## src/hdl/conv_ctrl_pkg.sv

```systemverilog
// constants shared by the converter mode and lvds output control block
package conv_ctrl_pkg;
    // ------------------------------------------------------------
    // bus geometry
    // ------------------------------------------------------------
    localparam int ADDR_W = 4;
    localparam int DATA_W = 32;
    localparam int BUS_N = 4;

    // ------------------------------------------------------------
    // register byte offsets
    // ------------------------------------------------------------
    localparam logic [ADDR_W-1:0] OFS_CTRL = 4'h0;
    localparam logic [ADDR_W-1:0] OFS_OUTMODE = 4'h4;
    localparam logic [ADDR_W-1:0] OFS_POWER = 4'h8;
    localparam logic [ADDR_W-1:0] OFS_STATUS = 4'hc;

    // ------------------------------------------------------------
    // control register fields
    // ------------------------------------------------------------
    localparam int CTRL_W = 8;
    localparam int CB_LVDS_EN = 0;
    localparam int CB_INTERLEAVE = 1;
    localparam int CB_INPUT_SWAP = 2;
    localparam int CB_IL_INPUT = 3;
    localparam int CB_DITHER_EN = 4;
    localparam int CB_DITHER_BOOST = 5;
    localparam int CB_DITHER_ERR = 6;
    localparam int CB_GLOBAL_PD = 7;
    localparam logic [CTRL_W-1:0] CTRL_RST = 8'h10;

    // ------------------------------------------------------------
    // output mode register fields
    // ------------------------------------------------------------
    localparam int OM_W = 15;
    localparam int OB_SWING = 0;
    localparam int OB_DEMUX = 2;
    localparam int OB_ALIGN = 3;
    localparam int OB_STB_EN = 4;
    localparam int OB_DCLK_EN = 8;
    localparam int OB_SYNC_PATTERN_SELECT = 12;
    localparam int OB_CAL_SEL = 14;
    localparam logic [OM_W-1:0] OUTMODE_RST = 15'h0ff0;
    localparam logic [1:0] SWING_LOW = 2'h1;
    localparam logic [1:0] SWING_HIZ = 2'h3;
    localparam logic [1:0] SYNC_LSB_STROBE = 2'h2;

    // ------------------------------------------------------------
    // power register and status register fields
    // ------------------------------------------------------------
    localparam int PWR_W = 2;
    localparam int PB_CHAN_A = 0;
    localparam int PB_CHAN_B = 1;
    localparam logic [PWR_W-1:0] POWER_RST = 2'h0;
    localparam int SB_FLAG = 0;
    localparam int SB_CAL_PIN = 1;
    localparam int SB_PAIRS = 8;
    localparam int SB_DCLKS = 16;
    localparam int SB_STROBES = 20;
    localparam int SB_BITS = 24;

    // ------------------------------------------------------------
    // output bus figures
    // ------------------------------------------------------------
    localparam logic [5:0] PAIRS_DEMUX1 = 6'h18;
    localparam logic [5:0] PAIRS_DEMUX2 = 6'h30;
    localparam logic [2:0] LINES_DEMUX1 = 3'h2;
    localparam logic [2:0] LINES_DEMUX2 = 3'h4;
    localparam logic [2:0] LINES_NONE = 3'h0;
    localparam logic [3:0] BITS_FULL = 4'hc;
    localparam logic [3:0] BITS_LSB_STROBE = 4'hb;
    localparam logic [BUS_N-1:0] BUSES_DEMUX1 = 4'h3;
    localparam logic [BUS_N-1:0] BUSES_DEMUX2 = 4'hf;

    // ------------------------------------------------------------
    // register bus answer states
    // ------------------------------------------------------------
    typedef enum logic [0:0] {
        BUS_IDLE = 1'b0,
        BUS_ANSWER = 1'b1
    } bus_st_t;
endpackage : conv_ctrl_pkg

```

## src/hdl/adc_mode_lvds_output_ctrl.sv

```systemverilog
// converter mode, dither, lvds output setup and clock upset alarm with avalon-mm registers
`timescale 1ns/1ns
`default_nettype none
module adc_mode_lvds_output_ctrl (
    input wire logic i_clk,
    input wire logic i_rst_n,
    input wire logic [conv_ctrl_pkg::ADDR_W-1:0] i_address,
    input wire logic i_read,
    input wire logic i_write,
    input wire logic [3:0] i_byteenable,
    input wire logic [conv_ctrl_pkg::DATA_W-1:0] i_writedata,
    output logic [conv_ctrl_pkg::DATA_W-1:0] o_readdata,
    output logic o_waitrequest,
    input wire logic i_clk_tree_a,
    input wire logic i_clk_tree_b,
    input wire logic i_global_powerdown_pin,
    input wire logic i_cal_done,
    output logic o_cal_status_pin,
    output logic o_lvds_enable,
    output logic o_interleave,
    output logic o_conv_a_input,
    output logic o_conv_b_input,
    output logic o_trim_input,
    output logic o_dither_enable,
    output logic o_dither_boost,
    output logic o_dither_error_tradeoff,
    output logic o_swing_low,
    output logic o_hiz_term,
    output logic o_demux,
    output logic o_aligned,
    output logic [conv_ctrl_pkg::BUS_N-1:0] o_bus_oe,
    output logic [conv_ctrl_pkg::BUS_N-1:0] o_strobe_oe,
    output logic [conv_ctrl_pkg::BUS_N-1:0] o_dclk_oe,
    output logic o_lsb_strobe,
    output logic o_chan_a_powerdown,
    output logic o_chan_b_powerdown,
    output logic o_global_powerdown
);
    import conv_ctrl_pkg::*;

    // ------------------------------------------------------------
    // state of the whole block
    // ------------------------------------------------------------
    typedef struct packed {
        bus_st_t st;
        logic waitreq;
        logic [DATA_W-1:0] rdata;
        logic [CTRL_W-1:0] ctrl;
        logic [OM_W-1:0] outmode;
        logic [PWR_W-1:0] power;
        logic clock_upset_flag;
        logic ta_s1;
        logic ta_s2;
        logic tb_s1;
        logic tb_s2;
        logic pd_s1;
        logic pd_s2;
        logic pd_prev;
        logic cal_s1;
        logic cal_s2;
        logic gpd_prev;
        logic cal_pin;
        logic lvds_en;
        logic interleave;
        logic conv_a_in;
        logic conv_b_in;
        logic trim_in;
        logic dith_en;
        logic dith_boost;
        logic dith_err;
        logic swing_low;
        logic hiz;
        logic demux;
        logic aligned;
        logic [BUS_N-1:0] bus_oe;
        logic [BUS_N-1:0] stb_oe;
        logic [BUS_N-1:0] dclk_oe;
        logic lsb_strobe;
        logic gpd_out;
    } state_t;

    state_t s_ff;
    state_t nxt_s;
    logic mismatch;
    logic pd_exit;
    logic clr_hit;
    logic accept_wr;
    logic [DATA_W-1:0] rd_mux;

    // byte-lane merge of a write into a register image
    function automatic logic [DATA_W-1:0] lane_merge(input logic [DATA_W-1:0] old_v,
                                                     input logic [DATA_W-1:0] new_v,
                                                     input logic [3:0] be);
        logic [DATA_W-1:0] mask;
        mask = {{8{be[3]}}, {8{be[2]}}, {8{be[1]}}, {8{be[0]}}};
        return (old_v & ~mask) | (new_v & mask);
    endfunction : lane_merge

    // ------------------------------------------------------------
    // next state
    // ------------------------------------------------------------
    always_comb begin
        logic [DATA_W-1:0] merged;
        logic [BUS_N-1:0] buses;
        logic lsb;
        logic [DATA_W-1:0] be_mask;
        merged = '0;
        buses = '0;
        lsb = 1'b0;
        be_mask = '0;
        nxt_s = s_ff;
        // two-stage synchronisers for pins and the clock tree samples
        nxt_s.ta_s1 = i_clk_tree_a;
        nxt_s.ta_s2 = s_ff.ta_s1;
        nxt_s.tb_s1 = i_clk_tree_b;
        nxt_s.tb_s2 = s_ff.tb_s1;
        nxt_s.pd_s1 = i_global_powerdown_pin;
        nxt_s.pd_s2 = s_ff.pd_s1;
        nxt_s.pd_prev = s_ff.pd_s2;
        nxt_s.cal_s1 = i_cal_done;
        nxt_s.cal_s2 = s_ff.cal_s1;
        nxt_s.gpd_prev = s_ff.ctrl[CB_GLOBAL_PD];

        // read image, sampled when the request is first seen
        rd_mux = '0;
        case (i_address)
            OFS_CTRL: rd_mux[CTRL_W-1:0] = s_ff.ctrl;
            OFS_OUTMODE: rd_mux[OM_W-1:0] = s_ff.outmode;
            OFS_POWER: rd_mux[PWR_W-1:0] = s_ff.power;
            OFS_STATUS: begin
                rd_mux[SB_FLAG] = s_ff.clock_upset_flag;
                rd_mux[SB_CAL_PIN] = s_ff.cal_pin;
                rd_mux[SB_PAIRS +: 6] = s_ff.demux ? PAIRS_DEMUX2 : PAIRS_DEMUX1;
                rd_mux[SB_DCLKS +: 3] = s_ff.demux ? LINES_DEMUX2 : LINES_DEMUX1;
                rd_mux[SB_STROBES +: 3] = s_ff.lsb_strobe ? LINES_NONE
                                        : (s_ff.demux ? LINES_DEMUX2 : LINES_DEMUX1);
                rd_mux[SB_BITS +: 4] = s_ff.lsb_strobe ? BITS_LSB_STROBE : BITS_FULL;
            end
            default: rd_mux = '0;
        endcase

        // one-cycle answer: waitrequest drops the cycle after a request arrives
        accept_wr = 1'b0;
        case (s_ff.st)
            BUS_IDLE: begin
                if (i_read || i_write) begin
                    nxt_s.st = BUS_ANSWER;
                    nxt_s.waitreq = 1'b0;
                    nxt_s.rdata = rd_mux;
                end
            end
            BUS_ANSWER: begin
                nxt_s.st = BUS_IDLE;
                nxt_s.waitreq = 1'b1;
                accept_wr = i_write;
            end
            default: begin
                nxt_s.st = BUS_IDLE;
                nxt_s.waitreq = 1'b1;
            end
        endcase

        // register writes at the edge that sees waitrequest low
        merged = lane_merge('0, i_writedata, i_byteenable);
        be_mask = lane_merge('0, '1, i_byteenable); // lanes that a write may change
        if (accept_wr) begin
            case (i_address)
                OFS_CTRL: nxt_s.ctrl = (s_ff.ctrl & ~be_mask[CTRL_W-1:0]) | merged[CTRL_W-1:0];
                OFS_OUTMODE: begin
                    if (!s_ff.ctrl[CB_LVDS_EN]) begin
                        nxt_s.outmode = (s_ff.outmode & ~be_mask[OM_W-1:0]) | merged[OM_W-1:0];
                    end
                end
                OFS_POWER: nxt_s.power = (s_ff.power & ~be_mask[PWR_W-1:0]) | merged[PWR_W-1:0];
                default: nxt_s.power = s_ff.power;
            endcase
        end

        // clock upset alarm: set wins over the write-one clear
        mismatch = s_ff.ta_s2 ^ s_ff.tb_s2;
        pd_exit = (s_ff.pd_prev & ~s_ff.pd_s2) | (s_ff.gpd_prev & ~s_ff.ctrl[CB_GLOBAL_PD]);
        clr_hit = accept_wr && (i_address == OFS_STATUS) && merged[SB_FLAG];
        nxt_s.clock_upset_flag = (s_ff.clock_upset_flag & ~clr_hit) | mismatch | pd_exit;

        // derived outputs are computed from the next register images, so they change at the same edge
        nxt_s.cal_pin = nxt_s.outmode[OB_CAL_SEL] ? nxt_s.clock_upset_flag : s_ff.cal_s2;
        nxt_s.lvds_en = nxt_s.ctrl[CB_LVDS_EN];
        nxt_s.interleave = nxt_s.ctrl[CB_INTERLEAVE];
        // dual mode routes each input to its own converter, optionally swapped
        nxt_s.conv_a_in = nxt_s.interleave ? nxt_s.ctrl[CB_IL_INPUT] : nxt_s.ctrl[CB_INPUT_SWAP];
        nxt_s.conv_b_in = nxt_s.interleave ? nxt_s.ctrl[CB_IL_INPUT] : ~nxt_s.ctrl[CB_INPUT_SWAP];
        nxt_s.trim_in = nxt_s.interleave & nxt_s.ctrl[CB_IL_INPUT];
        nxt_s.dith_en = nxt_s.ctrl[CB_DITHER_EN];
        nxt_s.dith_boost = nxt_s.ctrl[CB_DITHER_BOOST];
        nxt_s.dith_err = nxt_s.ctrl[CB_DITHER_ERR];
        nxt_s.gpd_out = nxt_s.ctrl[CB_GLOBAL_PD];
        nxt_s.swing_low = (nxt_s.outmode[OB_SWING +: 2] == SWING_LOW);
        nxt_s.hiz = (nxt_s.outmode[OB_SWING +: 2] == SWING_HIZ);
        nxt_s.demux = nxt_s.outmode[OB_DEMUX];
        // staggered unless aligned is chosen; ignored for dual demux-by-1
        nxt_s.aligned = nxt_s.lvds_en & nxt_s.outmode[OB_ALIGN]
                        & (nxt_s.interleave | nxt_s.demux);
        lsb = (nxt_s.outmode[OB_SYNC_PATTERN_SELECT +: 2] == SYNC_LSB_STROBE);
        nxt_s.lsb_strobe = lsb;
        buses = nxt_s.lvds_en ? (nxt_s.demux ? BUSES_DEMUX2 : BUSES_DEMUX1) : '0;
        nxt_s.bus_oe = buses;
        // per-bus enables only trim lines in demux-by-2
        nxt_s.stb_oe = buses & (nxt_s.demux ? nxt_s.outmode[OB_STB_EN +: BUS_N] : BUSES_DEMUX2)
                       & ~{BUS_N{lsb}};
        nxt_s.dclk_oe = buses & (nxt_s.demux ? nxt_s.outmode[OB_DCLK_EN +: BUS_N] : BUSES_DEMUX2);
    end

    // ------------------------------------------------------------
    // state register
    // ------------------------------------------------------------
    always_ff @(posedge i_clk or negedge i_rst_n) begin
        if (!i_rst_n) begin
            s_ff <= '0;
            s_ff.waitreq <= 1'b1;
            s_ff.ctrl <= CTRL_RST;
            s_ff.outmode <= OUTMODE_RST;
            s_ff.power <= POWER_RST;
            s_ff.dith_en <= CTRL_RST[CB_DITHER_EN];
            s_ff.conv_b_in <= ~CTRL_RST[CB_INPUT_SWAP]; // dual mode routing holds from reset on
        end else begin
            s_ff <= nxt_s;
        end
    end

    // outputs straight from the state register
    assign o_readdata = s_ff.rdata;
    assign o_waitrequest = s_ff.waitreq;
    assign o_cal_status_pin = s_ff.cal_pin;
    assign o_lvds_enable = s_ff.lvds_en;
    assign o_interleave = s_ff.interleave;
    assign o_conv_a_input = s_ff.conv_a_in;
    assign o_conv_b_input = s_ff.conv_b_in;
    assign o_trim_input = s_ff.trim_in;
    assign o_dither_enable = s_ff.dith_en;
    assign o_dither_boost = s_ff.dith_boost;
    assign o_dither_error_tradeoff = s_ff.dith_err;
    assign o_swing_low = s_ff.swing_low;
    assign o_hiz_term = s_ff.hiz;
    assign o_demux = s_ff.demux;
    assign o_aligned = s_ff.aligned;
    assign o_bus_oe = s_ff.bus_oe;
    assign o_strobe_oe = s_ff.stb_oe;
    assign o_dclk_oe = s_ff.dclk_oe;
    assign o_lsb_strobe = s_ff.lsb_strobe;
    assign o_chan_a_powerdown = s_ff.power[PB_CHAN_A];
    assign o_chan_b_powerdown = s_ff.power[PB_CHAN_B];
    assign o_global_powerdown = s_ff.gpd_out;
endmodule : adc_mode_lvds_output_ctrl
`default_nettype wire

```

## config.mk

```make
export PLATFORM = sky130hd
export DESIGN_NAME = adc_mode_lvds_output_ctrl
export DESIGN_NICKNAME = d
export VERILOG_FILES = /design/src/hdl/conv_ctrl_pkg.sv /design/src/hdl/adc_mode_lvds_output_ctrl.sv
export SDC_FILE = /design/constraint.sdc
export NUM_CORES = 1
export LEC_CHECK = 0
export ABC_AREA = 1
export BUFFER_PORTS_ARGS = -buffer_cell sky130_fd_sc_hd__buf_4
export CAP_MARGIN = 10
export CORE_MARGIN = 1.5
export CORE_UTILIZATION = 25
export CTS_CLUSTER_DIAMETER = 60
export DETAILED_ROUTE_END_ITERATION = 12
export HOLD_SLACK_MARGIN = 0.03
export PLACE_DENSITY_LB_ADDON = 0.08
export SETUP_SLACK_MARGIN = 0.15
export SLEW_MARGIN = 0
export SYNTH_ARGS = -nofsm -noshare
export SYNTH_HDL_FRONTEND = slang
export SYNTH_SLANG_ARGS = --single-unit
```

## constraint.sdc

```tcl
create_clock -name i_clk -period 3.1 [get_ports i_clk]
set_clock_uncertainty 0.05 [all_clocks]
set_input_delay 0.775 -clock i_clk [delete_from_list [all_inputs] [get_ports i_clk]]
set_output_delay 0.775 -clock i_clk [all_outputs]
set_load 0.02 [all_outputs]
```

==> flow_metrics.env, run 1 <==
export IMPL_pwr_share_seq_pct=41.6
export IMPL_buffer_ports_inserted=81
export IMPL_floorplan_initialDensity_pct=25.5
export IMPL_layout_filler_cells=1429
export IMPL_pre_cts_slack_ps=804
export IMPL_num_antenna_cells=0
export IMPL_synth_seq_area_share_pct=57.6
export IMPL_fmax_mhz=524
export IMPL_crit_path_start_kind="input port"
export IMPL_dr_total_vias=2295
export IMPL_synth_edff_count=0
export IMPL_p_switching_uw=692
export IMPL_antenna_left=0
export IMPL_dp_cells=566
export IMPL_fin_util_pct=32.0
export IMPL_crit_path_max_fanout=12
export IMPL_hold_class="flop to flop"
export IMPL_first_global_vias=2319
export IMPL_setup_violations_final=0
export IMPL_std_cell_rows=42
export IMPL_synth_warning_count=0
export IMPL_dieArea_sq_um=14200
export IMPL_detail_route_wl_per_cell_um=13.8
export IMPL_cts_root_buf="clkbuf_16"
export IMPL_clockBufferDepth=2
export IMPL_design_final_nets=449
export IMPL_setup_repair_after_global_routing_missed_its_margin="false"
export IMPL_yosys_register_bits=77
export IMPL_cts_htree_levels=3
export IMPL_critical_path_arrival_ps=2080
export IMPL_postCtsSetupRepairBufs=0
export IMPL_grt_first_pass_wirelength_um=13000
export IMPL_remaining_drc_errors=0
export IMPL_drtIter0Drc=88
export IMPL_grt_util_met1_pct=16.0
export IMPL_synthArstFlopShare_pct=100
export IMPL_grt_max_degree=43
export IMPL_overflow=0
export IMPL_cts_sinks=77
export IMPL_insertion_delay_to_the_later_sink_of_the_worst_skew_pair_ps=340
export IMPL_syn_area_sq_um=3370
export IMPL_postCtsHoldBufs=0
export IMPL_cp_data_required_time_ps=3270
export IMPL_tns_setup_ps=0
export IMPL_setup_ws_ps=1190
export IMPL_grtUsageTotal_pct=12.4
export IMPL_ioPinCount=110
export IMPL_globalRouteMet2Util_pct=18.8
export IMPL_outcome="complete, no violations"
export IMPL_clk_pin_slew_ps=60
export IMPL_critPathKind="input port to flop"
export IMPL_comb_power_share_pct=14.0
export IMPL_ctsResizeCount=0
export IMPL_max_slew_worst_pin_slew_ps=579
export IMPL_stdcell_count=582
export IMPL_power_per_cell_area_nw_per_um2=648
export IMPL_dominantRegCellSynth="dfrtp_1"
export IMPL_netlist_instances=349
export IMPL_total_leakage_power_nw=2.17
export IMPL_period_share_pct=61.6
export IMPL_dieWidth_um=119
export IMPL_globalRouteMet3Util_pct=5.32
export IMPL_max_cap_viol_count=0
export IMPL_share_clk_of_total_power_pct=44.3
export IMPL_hold_viol=0
export IMPL_peakVddDrop_uv=390
export IMPL_hpwl_um=5750
export IMPL_power_share_switching_pct=25.3
export IMPL_layout_min_cycle_time_ps=1910
export IMPL_globalplace_congestion=0.743
export IMPL_globalRoute_busiestLayer="met2"
export IMPL_detail_route_wirelength_um=8050
export IMPL_core_area_sq_um=13200
export IMPL_slew_violations=0
export IMPL_post_route_cells_drive_above_1_share_pct=32.8
export IMPL_synth_area_per_cell_sq_um=9.65
export IMPL_p_int_mw=2.04
export IMPL_grt_antenna_before_repair=0
export IMPL_route_detailed_vias_per_inst=3.94
export IMPL_die_height_um=119
export IMPL_capturing_element_type_of_the_critical_path="flop"
export IMPL_p_r_area_growth_vs_syn_pct=25.3
export IMPL_clock_tree_from_tritoncts="yes"
export IMPL_drt_pass1_iter_count=4
export IMPL_numCtsBuffers=9
export IMPL_synth_cell_types=26
export IMPL_worst_slew_margin_rel_pct=61.4
==> critical path, stage by stage <==
cell and delay (ps):
buf_4 130, inv_1 50, nand2_1 70, nor2_4 220, buf_4 230, nand2_4 140
nand2_1 110, nand2_2 130, nand2_1 160, nor2_1 50
==> final cells by class <==
cell class	instances	area [sq um]	share of cell area (%)
clock buffer	12	246	5.84
multi-input combinational	192	940	22.3
timing repair buffer	83	636	15.1
sequential	77	1940	46.0
tap	176	220	5.22
inverter	38	143	3.38
clock inverter	4	95.1	2.25
==> path summary, 6_finish.rpt <==
check	from	end	slack [ps]	cells past startpoint
max	i_address[3]	o_dclk_oe[2]$_DFF_PN0_	1190	10
min	nxt_s[33]$_DFF_PN0_	s_ff[33]$_DFF_PN0_	300	0
max reg2reg	s_ff[96]$_DFF_PN0_	o_readdata[5]$_DFFE_PN0P_	1400	5
min reg2reg	nxt_s[33]$_DFF_PN0_	s_ff[33]$_DFF_PN0_	300	0
max in group asynchronous	i_rst_n	s_ff[47]$_DFF_PN1_	1930	2
min in group asynchronous	i_rst_n	async pin	390	1
==> cell families after synthesis <==
kind of cell / count (synthesis) / synth area share (%)
other: 1 / 0.111
buffers and inverters: 88 / 15.4
and+or+nand+nor: 141 / 19.1
AOI/OAI and AO/OA: 41 / 7.58
DFF: 77 / 57.6
xor gates and xnor gates: 1 / 0.260
==> stage by stage <==
step	instance area (sq um)	hold slack, ps	power (mW)
finish	4220	296	2.74
global route	4220	305	2.87
CTS	4220	298	2.79
detailed placement	3880	285	1.55
global placement	3880	284	1.55
floorplan	3400	281	1.40
==> registers in the layout (all words and copies together), names as in the netlist, 2 cells and up, named ones only <==
register     count
nxt_s            5
o_bus_oe         2
o_dclk_oe        4
o_readdata      22
o_strobe_oe      4
s_ff            25
==> placed cells by master (no fill, tap or decap), types with 4 or more instances in the layout <==
cell | Yosys | final
buf_4 | 46 | 82
nor2_1 | 16 | 16
nand2_1 | 87 | 87
o21ai_0 | 24 | 24
nand3_1 | 13 | 13
nand2_2 | 9 | 9
nor2_2 | 4 | 4
inv_1 | 37 | 37
nand4_1 | 4 | 4
clkbuf_16 | 0 | 9
dfrtp_1 | 66 | 66
o211ai_1 | 4 | 4
conb_1 | 1 | 9
dfstp_2 | 11 | 11
a22oi_1 | 4 | 4
nor2_4 | 5 | 5
==> power groups by stage <==
stage	clock [mW]	sequential [mW]	combinational (mW)
2_1_floorplan	0	1.18	0.216
3_3_place_gp	0	1.16	0.394
3_5_place_dp	0	1.16	0.393
4_1_cts	1.26	1.14	0.395
5_1_grt	1.29	1.15	0.423
6_report	1.21	1.14	0.384
==> cells in the mapped netlist, types with 2 or more instances <==
cell type / count / area share (%)
a22oi_1: 4 / 0.89
o211ai_1: 4 / 0.89
nor2_2: 4 / 0.74
nor2_1: 16 / 1.8
clkbuf_1: 2 / 0.22
dfstp_2: 11 / 8.6
nand2_2: 9 / 1.7
inv_1: 37 / 4.1
buf_6: 2 / 0.67
a21oi_1: 3 / 0.45
nand3_1: 13 / 1.9
nor2_4: 5 / 1.7
nand4_1: 4 / 0.74
dfrtp_1: 66 / 49
o21ai_0: 24 / 3.6
o21ai_2: 3 / 0.78
a22o_1: 2 / 0.52
buf_4: 46 / 10
nand2_1: 87 / 9.7
==> routing by layer <==
metal / vias to the layer above / share of wire (%) / wire length [um]
li1: 1143 / - / -
met1: 1088 / 47 / 3790
met2: 55 / 46 / 3700
met3: 9 / 5.7 / 455
met4: 0 / 1.2 / 99
met5: - / 0 / 0
(Power assumes the default switching activity.)
==> inputs of run 2 (changes only) <==
==> constraint.sdc (replaced) <==
create_clock -name i_clk -period 1.75 [get_ports i_clk]
set_clock_uncertainty 0.05 [all_clocks]
set_input_delay 0.4375 -clock i_clk [delete_from_list [all_inputs] [get_ports i_clk]]
set_output_delay 0.4375 -clock i_clk [all_outputs]
set_load 0.02 [all_outputs]
==> flow_metrics.env, run 2 (same netlist as run 1, synthesis figures left out) <==
export IMPL_largest_register_ff_count=25
export IMPL_die_height_um=119
export IMPL_remaining_drc_errors=0
export IMPL_hold_slack_final_ps=65.4
export IMPL_max_cap_viol_count=0
export IMPL_comb_power_share_pct=15.3
export IMPL_clk_pin_slew_ps=60
export IMPL_grt_max_degree=78
export IMPL_fmax_mhz=662
export IMPL_crit_path_max_fanout=4
export IMPL_most_common_layout_cells="buf_4, nand2_1, dfrtp_1, inv_1, o21ai_0"
export IMPL_num_antenna_cells=0
export IMPL_grtUsageTotal_pct=12.0
export IMPL_critPathKind="flop to output port"
export IMPL_numCtsBuffers=9
export IMPL_dieArea_sq_um=14200
export IMPL_share_clk_of_total_power_pct=41.7
export IMPL_setup_repair_after_global_routing_missed_its_margin="true"
export IMPL_post_route_cells_drive_above_1_share_pct=36.1
export IMPL_cts_root_buf="clkbuf_16"
export IMPL_total_leakage_power_nw=2.27
export IMPL_detail_route_wirelength_um=7970
export IMPL_slew_violations=0
export IMPL_p_switching_mw=1.25
export IMPL_ctsResizeCount=0
export IMPL_finalPower_mw=4.69
export IMPL_mostFrequentLayoutCell="buf_4"
export IMPL_globalplace_congestion=0.764
export IMPL_detail_route_wl_per_cell_um=13.3
export IMPL_hold_viol=0
export IMPL_hpwl_um=5810
export IMPL_capturing_element_type_of_the_critical_path="output port"
export IMPL_dr_total_vias=2338
export IMPL_grt_antenna_before_repair=0
export IMPL_std_cell_rows=42
export IMPL_insertion_delay_to_the_later_sink_of_the_worst_skew_pair_ps=340
export IMPL_clock_tree_from_tritoncts="yes"
export IMPL_postCtsHoldBufs=0
export IMPL_cp_data_required_time_ps=1260
export IMPL_cts_sinks=77
export IMPL_p_int_mw=3.43
export IMPL_buffer_ports_inserted=81
export IMPL_layout_filler_cells=1416
export IMPL_power_share_switching_pct=26.7
export IMPL_design_final_nets=467
export IMPL_floorplan_initialDensity_pct=25.5
export IMPL_pwr_share_seq_pct=43.0
export IMPL_first_global_vias=2375
export IMPL_period_share_pct=86.3
export IMPL_dieWidth_um=119
export IMPL_peakVddDrop_uv=342
export IMPL_p_r_area_growth_vs_syn_pct=29.6
export IMPL_antenna_left=0
export IMPL_drt_pass1_iter_count=4
export IMPL_power_per_cell_area_nw_per_um2=1070
export IMPL_setup_violations_final=0
export IMPL_regMostFlops="s_ff"
export IMPL_tns_setup_ps=0
export IMPL_layout_min_cycle_time_ps=1510
export IMPL_grt_first_pass_wirelength_um=12700
export IMPL_cts_htree_levels=3
export IMPL_drtIter0Drc=83
export IMPL_ioPinCount=110
export IMPL_clockBufferDepth=2
export IMPL_postCtsSetupRepairBufs=0
export IMPL_crit_path_start_kind="flop"
export IMPL_overflow=0
export IMPL_outcome="complete, no violations"
export IMPL_hold_class="input port to async pin"
export IMPL_critical_path_arrival_ps=1020
export IMPL_route_detailed_vias_per_inst=3.90
export IMPL_core_area_sq_um=13200
[run 2: cell count changes in the layout (fill, tap and decap cells not counted), sizes merged]
cell | previous run | this run
clkinvlp | 0 | 1
bufinv | 3 | 1
clkbuf | 12 | 13
buf | 83 | 101
[run 2: metrics by stage]
| stage | instances | setup slack, ps | cell area, sq um | utilization (%) |
|---|---|---|---|---|
| 5_1_grt | 600 | 123 | 4360 | 33.1 |
| 2_1_floorplan | 357 | 286 | 3400 | - |
| 4_1_cts | 600 | 220 | 4350 | 33.0 |
| 6_report | 600 | 240 | 4360 | 33.1 |
| 3_5_place_dp | 584 | 24.0 | 4040 | 30.6 |
| 3_3_place_gp | 584 | 11.5 | 4040 | 30.6 |
[run 2: per-layer routing]
metal / GRT usage [%] / share of wire, % / up-vias
li1: - / - / 1181
met1: 16.2 / 49 / 1085
met2: 17.7 / 45 / 58
met3: 2.97 / 4.3 / 14
met4: 6.55 / 2.4 / 0
met5: 0 / 0 / -
[run 2: cell type report]
type / instances / area, sq um / share of cell area [%]
clock buffer: 13 / 270 / 6.19
sequential: 77 / 1940 / 44.5
inverter: 38 / 143 / 3.27
multi-input combinational: 192 / 952 / 21.8
tap: 176 / 220 / 5.05
clock inverter: 3 / 42.5 / 0.975
timing repair buffer: 101 / 796 / 18.2
[run 2: worst paths after layout]
path,startpoint,end,slack (ps),depth (start not counted)
min,i_rst_n,async pin,70,2
min in group i_clk,i_clk_tree_a,nxt_s[35]$_DFF_PN0_,150,1
max in group asynchronous,i_rst_n,o_waitrequest$_DFFE_PN1P_,1220,2
max,o_bus_oe[1]$_DFF_PN0_,o_bus_oe[1],240,2
min reg2reg,nxt_s[33]$_DFF_PN0_,s_ff[33]$_DFF_PN0_,300,0
max reg2reg,s_ff[96]$_DFF_PN0_,o_conv_a_input$_DFF_PN0_,260,6
[run 2: worst max-delay path, stage by stage (launching register included)]
cell     delay, ps
dfrtp_1        370
buf_4          160
buf_4          150
[run 2: power by group through the flow]
| stage | clock [mW] | sequential (mW) | combinational (mW) |
|---|---|---|---|
| final | 1.95 | 2.01 | 0.719 |
| after global routing | 2.07 | 2.03 | 0.789 |
| after CTS | 2.01 | 2.01 | 0.734 |
| after detailed placement | 0 | 2.04 | 0.732 |
| after global placement | 0 | 2.04 | 0.729 |
| after floorplan | 0 | 2.10 | 0.382 |
